<file path="src/rtl/codec_regs_pkg.sv">
/*
 Register map, field positions, reset values and timing constants
 for the codec configuration and status register bank.
 Assumes an 8-bit register address and 8-bit data path.
*/
package codec_regs_pkg;
   localparam int          ADDR_W                = 8;
   localparam int          DATA_W                = 8;
   localparam logic [7:0]  ADDR_POPFREE_CONTROL  = 8'h18;
   localparam logic [7:0]  ADDR_PLL_STATUS       = 8'h19;
   localparam logic [7:0]  ADDR_ADC_CONFIG       = 8'h1e;
   localparam logic [7:0]  ADDR_CLOCK_OUT_CONFIG = 8'h1f;
   localparam logic [7:0]  ADDR_GENERAL_CONFIG   = 8'h20;
   localparam logic [7:0]  ADDR_MODULATOR_STATUS = 8'h23;
   localparam logic [7:0]  ADDR_DRIVER_WORD_HIGH = 8'h2d;
   localparam logic [7:0]  ADDR_DRIVER_WORD_LOW  = 8'h2e;
   localparam logic [7:0]  ADDR_BRIDGE_STATUS    = 8'h32;
   localparam logic [7:0]  ADDR_FAULT_TIME_HIGH  = 8'h05;
   localparam logic [7:0]  ADDR_FAULT_TIME_LOW   = 8'h06;
   localparam logic [7:0]  RST_POPFREE_CONTROL   = 8'h00;
   localparam logic [7:0]  RST_ADC_CONFIG        = 8'h02;
   localparam logic [7:0]  RST_CLOCK_OUT_CONFIG  = 8'h00;
   localparam logic [7:0]  RST_GENERAL_CONFIG    = 8'h20;
   localparam logic [7:0]  RST_DRIVER_WORD       = 8'h00;
   localparam logic [7:0]  RST_FAULT_TIME_HIGH   = 8'h00;
   localparam logic [7:0]  RST_FAULT_TIME_LOW    = 8'h02;
   localparam logic [7:0]  MASK_POPFREE_CONTROL  = 8'hfe;
   localparam logic [7:0]  MASK_ADC_CONFIG       = 8'hfe;
   localparam logic [7:0]  MASK_CLOCK_OUT_CONFIG = 8'he0;
   localparam int          BIT_BYPASS_UNLOCKED   = 7;
   localparam int          BIT_BITCLK_REF        = 6;
   localparam int          BIT_SYNTH_PDOWN       = 5;
   localparam int          BIT_POP_GUARD_HI      = 4;
   localparam int          BIT_POP_GUARD_LO      = 1;
   localparam int          BIT_CLEAR_FAULT       = 0;
   localparam int          BIT_GAIN_HI           = 7;
   localparam int          BIT_GAIN_LO           = 5;
   localparam int          BIT_INPUT_SELECT      = 4;
   localparam int          BIT_ADC_STANDBY       = 3;
   localparam int          BIT_DC_BYPASS         = 2;
   localparam int          BIT_ADC_CLOCK_GATE    = 1;
   localparam int          BIT_CLKOUT_DISABLE    = 7;
   localparam int          BIT_CLKOUT_DIV_HI     = 6;
   localparam int          BIT_CLKOUT_DIV_LO     = 5;
   localparam int          BIT_MOD_RATE_HI       = 6;
   localparam int          BIT_MOD_RATE_LO       = 4;
   localparam int          BIT_ADC_RATE_HI       = 3;
   localparam int          BIT_ADC_RATE_LO       = 2;
   localparam int          BIT_MOD_SOURCE        = 1;
   localparam int          CLK_HZ                = 40_000_000;
   localparam real         FAULT_UNIT_US         = 83.33;
   localparam int          FAULT_UNIT_CYCLES     = int'(FAULT_UNIT_US * real'(CLK_HZ) / 1.0e6);
endpackage

</file>
<file path="src/rtl/codec_pll_adc_bridge_regs.sv">
/*
 Configuration and status register bank of the codec: PLL, ADC, clock
 output, modulator and power bridge. Assumes the serial control
 interface has already decoded accesses into a one-cycle read or write
 strobe with an 8-bit address and data, all on clk.
*/
// What this block does
// RULE_01: Bypass PLL while unlocked if enabled
// RULE_02: Bit clock feeds PLL reference when set
// RULE_03: Power down PLL when set
// RULE_04: Connect pop guard resistors per output
// RULE_05: Writing one clears latched bridge faults
// RULE_06: Status reports PLL out of lock
// RULE_07: Status reports PLL power-down and bypass
// RULE_08: Three-bit ADC gain, 6 dB steps
// RULE_09: Input select picks microphone input
// RULE_10: Standby bit powers ADC down
// RULE_11: Clock gate bit delivers ADC clock
// RULE_12: Clock out divides PLL by power of two
// RULE_13: Modulator rate band field
// RULE_14: Converter rate band field
// RULE_15: Modulator source is ADC or serial
// RULE_16: Modulator invalid input and mute flags
// RULE_17: Driver word split across two registers
// RULE_18: Bridge power-down and tristate flags
// RULE_19: Per half-bridge fault flags
// RULE_20: Tristate hold after fault for programmed time
// RULE_21: Reserved bits read zero, ignore writes
// RULE_22: Status reads are live, side-effect free
`timescale 1ns/1ps
module codec_pll_adc_bridge_regs #(
   parameter int UNIT_CYCLES = codec_regs_pkg::FAULT_UNIT_CYCLES
) (
   input  wire logic                                clk,
   input  wire logic                                resetn,
   input  wire logic                                reg_write,
   input  wire logic                                reg_read,
   input  wire logic [codec_regs_pkg::ADDR_W-1:0]   reg_addr,
   input  wire logic [codec_regs_pkg::DATA_W-1:0]   reg_wdata,
   output logic      [codec_regs_pkg::DATA_W-1:0]   reg_rdata,
   output logic                                     reg_rvalid,
   input  wire logic                                pll_locked,
   input  wire logic                                modulator_invalid,
   input  wire logic                                modulator_muted,
   input  wire logic                                bridge_pdown,
   input  wire logic [3:0]                          bridge_fault_in,
   output logic                                     pll_bypass,
   output logic                                     bitclock_as_reference,
   output logic                                     synth_power_down,
   output logic [3:0]                               pop_guard,
   output logic [2:0]                               adc_gain_select,
   output logic                                     adc_input_select,
   output logic                                     adc_standby,
   output logic                                     adc_dc_bypass,
   output logic                                     adc_clock_gate,
   output logic                                     clock_out_disable,
   output logic [1:0]                               output_clock_divider,
   output logic [2:0]                               modulator_rate_band,
   output logic [1:0]                               converter_rate_band,
   output logic                                     modulator_source_select,
   output logic [7:0]                               general_config_out,
   output logic [15:0]                              driver_word,
   output logic                                     bridge_tristate
);
   import codec_regs_pkg::*;

   logic       rst_meta_reg;
   logic       rst_n;
   logic [7:0] popfree_reg;
   logic [7:0] adc_cfg_reg;
   logic [7:0] clkout_reg;
   logic [7:0] general_reg;
   logic [7:0] drv_high_reg;
   logic [7:0] drv_low_reg;
   logic [7:0] ftime_high_reg;
   logic [7:0] ftime_low_reg;
   logic [3:0] fault_s1_reg;
   logic [3:0] fault_s2_reg;
   logic [3:0] fault_s3_reg;
   logic [3:0] fault_latch_reg;
   logic [2:0] lock_sync_reg;
   logic       pll_locked_reg;
   logic [2:0] mod_sync_reg [2];
   logic       pdown_s1_reg;
   logic       pdown_s2_reg;
   logic       pdown_s3_reg;
   logic       pdown_reg;
   logic       mod_invalid_reg;
   logic       mod_muted_reg;
   logic       clear_fault;
   logic [3:0] fault_rise;
   logic       hold_active;
   logic [7:0] rdata_next;

   function automatic logic wr_hit(input logic [7:0] addr);
      wr_hit = reg_write && (reg_addr == addr);
   endfunction

   // Reset release
   always_ff @(posedge clk or negedge resetn) begin
      if (!resetn) begin
         rst_meta_reg <= 1'b0;
         rst_n        <= 1'b0;
      end else begin
         rst_meta_reg <= 1'b1;
         rst_n        <= rst_meta_reg;
      end
   end

   // Writable registers
   always_ff @(posedge clk or negedge rst_n) begin
      if (!rst_n) begin
         popfree_reg    <= RST_POPFREE_CONTROL;
         adc_cfg_reg    <= RST_ADC_CONFIG;
         clkout_reg     <= RST_CLOCK_OUT_CONFIG;
         general_reg    <= RST_GENERAL_CONFIG;
         drv_high_reg   <= RST_DRIVER_WORD;
         drv_low_reg    <= RST_DRIVER_WORD;
         ftime_high_reg <= RST_FAULT_TIME_HIGH;
         ftime_low_reg  <= RST_FAULT_TIME_LOW;
      end else begin
         if (wr_hit(ADDR_POPFREE_CONTROL))
            popfree_reg <= reg_wdata & MASK_POPFREE_CONTROL;   // [RULE_21]
         if (wr_hit(ADDR_ADC_CONFIG))
            adc_cfg_reg <= reg_wdata & MASK_ADC_CONFIG;        // [RULE_21]
         if (wr_hit(ADDR_CLOCK_OUT_CONFIG))
            clkout_reg <= reg_wdata & MASK_CLOCK_OUT_CONFIG;   // [RULE_21]
         if (wr_hit(ADDR_GENERAL_CONFIG))
            general_reg <= reg_wdata;
         if (wr_hit(ADDR_DRIVER_WORD_HIGH))
            drv_high_reg <= reg_wdata;                         // [RULE_17]
         if (wr_hit(ADDR_DRIVER_WORD_LOW))
            drv_low_reg <= reg_wdata;                          // [RULE_17]
         if (wr_hit(ADDR_FAULT_TIME_HIGH))
            ftime_high_reg <= reg_wdata;
         if (wr_hit(ADDR_FAULT_TIME_LOW))
            ftime_low_reg <= reg_wdata;
      end
   end

   // Clear bit is a write pulse, never stored, so it reads back zero
   assign clear_fault = wr_hit(ADDR_POPFREE_CONTROL) && reg_wdata[BIT_CLEAR_FAULT]; // [RULE_05]

   // Pin inputs: three stages, change accepted when last two agree
   always_ff @(posedge clk or negedge rst_n) begin
      if (!rst_n) begin
         lock_sync_reg   <= 3'h0;
         pll_locked_reg  <= 1'b0;
         mod_sync_reg[0] <= 3'h0;
         mod_sync_reg[1] <= 3'h0;
         mod_invalid_reg <= 1'b0;
         mod_muted_reg   <= 1'b0;
         pdown_s1_reg    <= 1'b0;
         pdown_s2_reg    <= 1'b0;
         pdown_s3_reg    <= 1'b0;
         pdown_reg       <= 1'b0;
         fault_s1_reg    <= 4'h0;
         fault_s2_reg    <= 4'h0;
         fault_s3_reg    <= 4'h0;
      end else begin
         lock_sync_reg   <= {lock_sync_reg[1:0], pll_locked};
         if (lock_sync_reg[1] == lock_sync_reg[2])
            pll_locked_reg <= lock_sync_reg[2];
         mod_sync_reg[0] <= {mod_sync_reg[0][1:0], modulator_invalid};
         mod_sync_reg[1] <= {mod_sync_reg[1][1:0], modulator_muted};
         if (mod_sync_reg[0][1] == mod_sync_reg[0][2])
            mod_invalid_reg <= mod_sync_reg[0][2];
         if (mod_sync_reg[1][1] == mod_sync_reg[1][2])
            mod_muted_reg <= mod_sync_reg[1][2];
         pdown_s1_reg <= bridge_pdown;
         pdown_s2_reg <= pdown_s1_reg;
         pdown_s3_reg <= pdown_s2_reg;
         if (pdown_s2_reg == pdown_s3_reg)
            pdown_reg <= pdown_s3_reg;
         fault_s1_reg <= bridge_fault_in;
         fault_s2_reg <= fault_s1_reg;
         fault_s3_reg <= fault_s2_reg;
      end
   end

   // Accepted fault edge: stages two and three agree on high, prior low
   assign fault_rise = fault_s2_reg & fault_s3_reg & ~fault_latch_reg;

   // Latched faults; a new fault wins over a simultaneous clear
   always_ff @(posedge clk or negedge rst_n) begin
      if (!rst_n) begin
         fault_latch_reg <= 4'h0;
      end else begin
         for (int i = 0; i < 4; i++) begin
            if (fault_s2_reg[i] && fault_s3_reg[i])
               fault_latch_reg[i] <= 1'b1;                     // [RULE_19]
            else if (clear_fault)
               fault_latch_reg[i] <= 1'b0;                     // [RULE_05]
         end
      end
   end

   fault_hold_timer #(
      .UNIT_CYCLES (UNIT_CYCLES)
   ) u_fault_hold (
      .clk         (clk),
      .rst_n       (rst_n),
      .fault_event (|fault_rise),
      .hold_units  ({ftime_high_reg, ftime_low_reg}),
      .hold_active (hold_active)
   );

   // Control outputs
   assign pll_bypass            = popfree_reg[BIT_BYPASS_UNLOCKED] & ~pll_locked_reg; // [RULE_01]
   assign bitclock_as_reference = popfree_reg[BIT_BITCLK_REF];                        // [RULE_02]
   assign synth_power_down      = popfree_reg[BIT_SYNTH_PDOWN];                       // [RULE_03]
   assign pop_guard             = popfree_reg[BIT_POP_GUARD_HI:BIT_POP_GUARD_LO];     // [RULE_04]
   assign adc_gain_select       = adc_cfg_reg[BIT_GAIN_HI:BIT_GAIN_LO];               // [RULE_08]
   assign adc_input_select      = adc_cfg_reg[BIT_INPUT_SELECT];                      // [RULE_09]
   assign adc_standby           = adc_cfg_reg[BIT_ADC_STANDBY];                       // [RULE_10]
   assign adc_dc_bypass         = adc_cfg_reg[BIT_DC_BYPASS];
   assign adc_clock_gate        = adc_cfg_reg[BIT_ADC_CLOCK_GATE];                    // [RULE_11]
   assign clock_out_disable     = clkout_reg[BIT_CLKOUT_DISABLE];
   assign output_clock_divider  = clkout_reg[BIT_CLKOUT_DIV_HI:BIT_CLKOUT_DIV_LO];    // [RULE_12]
   assign modulator_rate_band   = general_reg[BIT_MOD_RATE_HI:BIT_MOD_RATE_LO];       // [RULE_13]
   assign converter_rate_band   = general_reg[BIT_ADC_RATE_HI:BIT_ADC_RATE_LO];       // [RULE_14]
   assign modulator_source_select = general_reg[BIT_MOD_SOURCE];                      // [RULE_15]
   assign general_config_out    = general_reg;
   assign driver_word           = {drv_high_reg, drv_low_reg};                        // [RULE_17]
   // Tristate while any fault stays latched, and while the hold timer runs after a fault edge
   assign bridge_tristate       = hold_active | (|fault_latch_reg);                   // [RULE_20]

   // Read mux: status is live and reading changes nothing
   always_comb begin
      rdata_next = 8'h00;
      case (reg_addr)
         ADDR_POPFREE_CONTROL:  rdata_next = popfree_reg;
         ADDR_PLL_STATUS:       rdata_next = {~pll_locked_reg, synth_power_down,
                                              pll_bypass, 5'h00};      // [RULE_06] [RULE_07]
         ADDR_ADC_CONFIG:       rdata_next = adc_cfg_reg;
         ADDR_CLOCK_OUT_CONFIG: rdata_next = clkout_reg;
         ADDR_GENERAL_CONFIG:   rdata_next = general_reg;
         ADDR_MODULATOR_STATUS: rdata_next = {5'h00, mod_invalid_reg,
                                              mod_muted_reg, 1'b0};    // [RULE_16] [RULE_22]
         ADDR_DRIVER_WORD_HIGH: rdata_next = drv_high_reg;
         ADDR_DRIVER_WORD_LOW:  rdata_next = drv_low_reg;
         ADDR_FAULT_TIME_HIGH:  rdata_next = ftime_high_reg;
         ADDR_FAULT_TIME_LOW:   rdata_next = ftime_low_reg;
         ADDR_BRIDGE_STATUS:    rdata_next = {pdown_reg, bridge_tristate,
                                              fault_latch_reg, 2'b00}; // [RULE_18] [RULE_19]
         default:               rdata_next = 8'h00;                   // [RULE_21]
      endcase
   end

   always_ff @(posedge clk or negedge rst_n) begin
      if (!rst_n) begin
         reg_rdata  <= 8'h00;
         reg_rvalid <= 1'b0;
      end else begin
         reg_rvalid <= reg_read;
         if (reg_read)
            reg_rdata <= rdata_next;                                 // [RULE_22]
      end
   end
endmodule

</file>
<file path="src/rtl/fault_hold_timer.sv">
/*
 Fault hold timer: on a fault event, holds the bridge tristated for
 hold_units times one unit period. Assumes one clock, synchronous events.
*/
`timescale 1ns/1ps
module fault_hold_timer #(
   parameter int UNIT_CYCLES = codec_regs_pkg::FAULT_UNIT_CYCLES
) (
   input  wire logic        clk,
   input  wire logic        rst_n,
   input  wire logic        fault_event,
   input  wire logic [15:0] hold_units,
   output logic             hold_active
);
   import codec_regs_pkg::*;
   logic [15:0] unit_reg;
   logic [15:0] units_left_reg;

   always_ff @(posedge clk or negedge rst_n) begin
      if (!rst_n) begin
         unit_reg       <= 16'h0000;
         units_left_reg <= 16'h0000;
      end else if (fault_event) begin
         // Retrigger restarts the full hold period
         unit_reg       <= 16'h0000;
         units_left_reg <= hold_units;
      end else if (units_left_reg != 16'h0000) begin
         if (unit_reg == 16'(UNIT_CYCLES - 1)) begin
            unit_reg       <= 16'h0000;
            units_left_reg <= units_left_reg - 16'h0001;
         end else begin
            unit_reg <= unit_reg + 16'h0001;
         end
      end
   end

   assign hold_active = (units_left_reg != 16'h0000);
endmodule
</file>
<file path="config.mk">
export PLATFORM = sky130hd
export DESIGN_NAME = codec_pll_adc_bridge_regs
export DESIGN_NICKNAME = d
export VERILOG_FILES = /design/src/rtl/codec_regs_pkg.sv /design/src/rtl/codec_pll_adc_bridge_regs.sv /design/src/rtl/fault_hold_timer.sv
export SDC_FILE = /design/constraint.sdc
export NUM_CORES = 1
export LEC_CHECK = 0
export BUFFER_PORTS_ARGS = -buffer_cell sky130_fd_sc_hd__buf_2
export CAP_MARGIN = 5
export CORE_UTILIZATION = 55
export CTS_CLUSTER_DIAMETER = 120
export DETAILED_ROUTE_END_ITERATION = 6
export PLACE_DENSITY = 0.89
export SLEW_MARGIN = 20
export SYNTH_ARGS = -nofsm -noshare
export SYNTH_HDL_FRONTEND = slang
export SYNTH_SLANG_ARGS = --single-unit
</file>
<file path="constraint.sdc">
create_clock -name clk -period 4.9 [get_ports clk]
set_input_delay 0.49 -clock clk [delete_from_list [all_inputs] [get_ports clk]]
set_output_delay 0.49 -clock clk [all_outputs]
set_load 0.01 [all_outputs]
</file>
==> results.sh <==
export IMPL_cap_violations=0
export IMPL_fmax_mhz=381.5
export IMPL_area_delta_synth_final_pct=18.13
export IMPL_pwr_share_seq_pct=40.8
export IMPL_netlist_top_cells_count="dfrtp_1, mux2_2, o21ai_0, nor2_1, nand2_1"
export IMPL_syn_area_per_cell_um2=11.24
export IMPL_pin_count=85
export IMPL_syn_nets=584
export IMPL_grt_antenna_before_repair=0
export IMPL_dr_pass1_iters=7
export IMPL_grt_max_degree=87
export IMPL_io_buffers=84
export IMPL_routed_via_density=6.462
export IMPL_grtUsageTotal_pct=29.77
export IMPL_htree_num_levels=4
export IMPL_core_area_um2=10940
export IMPL_numCtsBuffers=17
export IMPL_cts_buffer_depth=2
export IMPL_fin_crit_ns=2.621
export IMPL_design_area_um2=7330
export IMPL_slew_violations=0
export IMPL_wl_per_cell_um=20.72
export IMPL_worst_pin_slew_ns=0.8827
export IMPL_synth_top_area_share_pct=52.03
export IMPL_endpoint_kind="flip-flop"
export IMPL_irDropWorstVdd_uv=326.5
export IMPL_num_rows=38
export IMPL_synthTopCellsByArea="dfrtp_1, mux2_2, o21ai_0, a21oi_1, a22oi_1"
export IMPL_die_w_um=108.2
export IMPL_route_vias_total=5021
export IMPL_setup_slack_ns=2.279
export IMPL_sw_frac_of_total_pct=28.80
export IMPL_synth_edff_count=0
export IMPL_worstPathRequired_ns=5.25
export IMPL_num_nets_final=657
export IMPL_internal_power_mw=2.375
export IMPL_setup_viol=0
export IMPL_ys_warn_count=0
export IMPL_ys_ff_latch=132
export IMPL_hold_viol_final=0
export IMPL_rsz0062_at_grt="false"
export IMPL_arrival_ns=2.97
export IMPL_synth_top_family_by_area="simple AND/OR/NAND/NOR gates"
export IMPL_wirelength_mm=16.10
export IMPL_holdWs_ns=0.1814
export IMPL_clkLatencyLatePin_ns=0.42
export IMPL_muxShareOfSynthArea_pct=11.41
export IMPL_drt_iter0_markers=455
export IMPL_status="finished, final reports clean"
export IMPL_p_comb_share_pct=16.9
export IMPL_antenna_cells=0
export IMPL_maxSlewHeadroom_pct=40.94
export IMPL_synth_ff_type="dfrtp_1"
export IMPL_fin_crit_sh_pct=53.49
export IMPL_drc=0
export IMPL_syn_inst=552
export IMPL_p_clk_share_pct=42.3
export IMPL_syn_area_um2=6205
export IMPL_yosys_area_share_xor_xnor_pct=0
export IMPL_setup_tns_ns=0
export IMPL_cp_start_kind="flip-flop"
export IMPL_clock_skew_ns=0.01080
export IMPL_grt_pass1_vias=5027
export IMPL_clockRootBuffer="clkbuf_16"
export IMPL_synth_compound_area_share_pct=14.82
export IMPL_switchingPower_uw=960.8
export IMPL_die_area_um2=11710
export IMPL_cts_clk_slew_worst_paths_ns=0.06
export IMPL_synth_most_common_cell="dfrtp_1"
export IMPL_yosysTopAreaCell="dfrtp_1"
export IMPL_async_reset_ff_share_pct=100.0
export IMPL_ys_seq_area_share_pct=53.30
export IMPL_critPathKind="flip-flop to flip-flop"
export IMPL_yosys_area_share_simple_pct=15.43
export IMPL_postRouteAntennaNets=0
export IMPL_min_path_type="input pin to flip-flop"
export IMPL_design_power_total_mw=3.336
export IMPL_die_height_um=108.2
export IMPL_leakage_nw=3.356
export IMPL_cts_sinks=132
export IMPL_overflow=0
export IMPL_start_util_pct=56.74
export IMPL_cts_tree="yes"
export IMPL_dp_slack_ns=2.267
export IMPL_postPlaceCellArea_um2=6636
export IMPL_synth_cell_types=75
export IMPL_gp_congestion=0.9645
export IMPL_crit_fanout=18
export IMPL_drive_above_1_share_pct=31.24
export IMPL_power_density_nw_per_um2=455.1
export IMPL_grt_pass1_wl_mm=26.05
export IMPL_synthAdderAreaFrac_pct=1.452
export IMPL_dpl_hpwl_mm=11.04
critical path, cell delays in order, from the launching register on:
cell,delay [ns]
dfrtp_1,0.40
inv_1,0.06
ha_1,0.20
nor3b_1,0.14
and4_1,0.36
nor2_2,0.67
and2_0,0.50
a22o_1,0.21
stage by stage:
stage                     instances  utilization, %
after floorplan                 552               -
after global placement          744           60.69
after detailed placement        744           60.69
after CTS                       776           66.77
after global routing            777           67.03
final                           777           67.03
layer usage:
layer,part of all wire [%],track usage (%),vias up,wire length [um]
li1,-,-,2210,-
met1,42,39.78,2501,6717
met2,48,45.95,274,7736
met3,7.7,7.715,36,1241
met4,2.5,12.92,0,408
met5,0,0,-,0
cell usage in the layout (no fill, tap or decap), drive strengths merged, types with 7 or more instances in the layout:
cell type	netlist	routed
nor4	9	9
inv	6	7
a21oi	27	27
buf	21	88
a22o	11	11
mux2	59	59
nor2	33	33
dfrtp	129	129
clkbuf	14	19
a31oi	14	14
nand2	30	30
nor3	21	21
nand3	17	17
a22oi	16	16
o21ai	41	41
power groups by stage:
stage	Sequential, mW	Combinational [mW]	Clock [mW]
6_report	1.36	0.565	1.41
5_1_grt	1.38	0.624	1.47
4_1_cts	1.37	0.551	1.42
3_5_place_dp	1.38	0.543	0
3_3_place_gp	1.37	0.520	0
2_1_floorplan	1.35	0.402	0
path summary, 6_finish.rpt:
path	startpoint	to	slack, ns	cells past startpoint
worst max-delay path	u_fault_hold.unit_reg[0]	u_fault_hold.unit_reg[6]	2.28	7
worst min-delay path	modulator_muted	mod_sync_reg[0]	0.18	1
worst max register to register	u_fault_hold.unit_reg[0]	u_fault_hold.unit_reg[6]	2.28	7
worst min register to register	rst_n	pdown_s1_reg	0.27	0
max in group asynchronous	rst_n	general_config_out[1]	3.70	1
min in group asynchronous	rst_n	pdown_s1_reg	0.27	0
what timing repair did:
| item | CTS | global route |
|---|---|---|
| hold buffers | 1 | 0 |
| buffers inserted | 0 | 0 |
| resized for setup | 0 | 0 |
| hold endpoints to repair | 2 | 0 |
cell type report:
class | instances | area, um^2
Clock buffer | 19 | 452.9
Sequential cell | 132 | 3311
Tap cell | 140 | 175.2
Inverter | 6 | 22.52
Fill cell | 823 | 3606
Multi-Input combinational cell | 379 | 2685
Clock inverter | 12 | 202.7
Timing Repair Buffer | 89 | 480.5
kinds of logic after synthesis:
| logic type | after synthesis |
|---|---|
| DFF | 132 |
| muxes | 63 |
| and+or+nand+nor | 165 |
| AOI/OAI and AO/OA | 142 |
| buffers and inverters | 41 |
| adders and majority gates | 8 |
| other | 1 |
No activity file was read; power rests on OpenSTA's default activity.
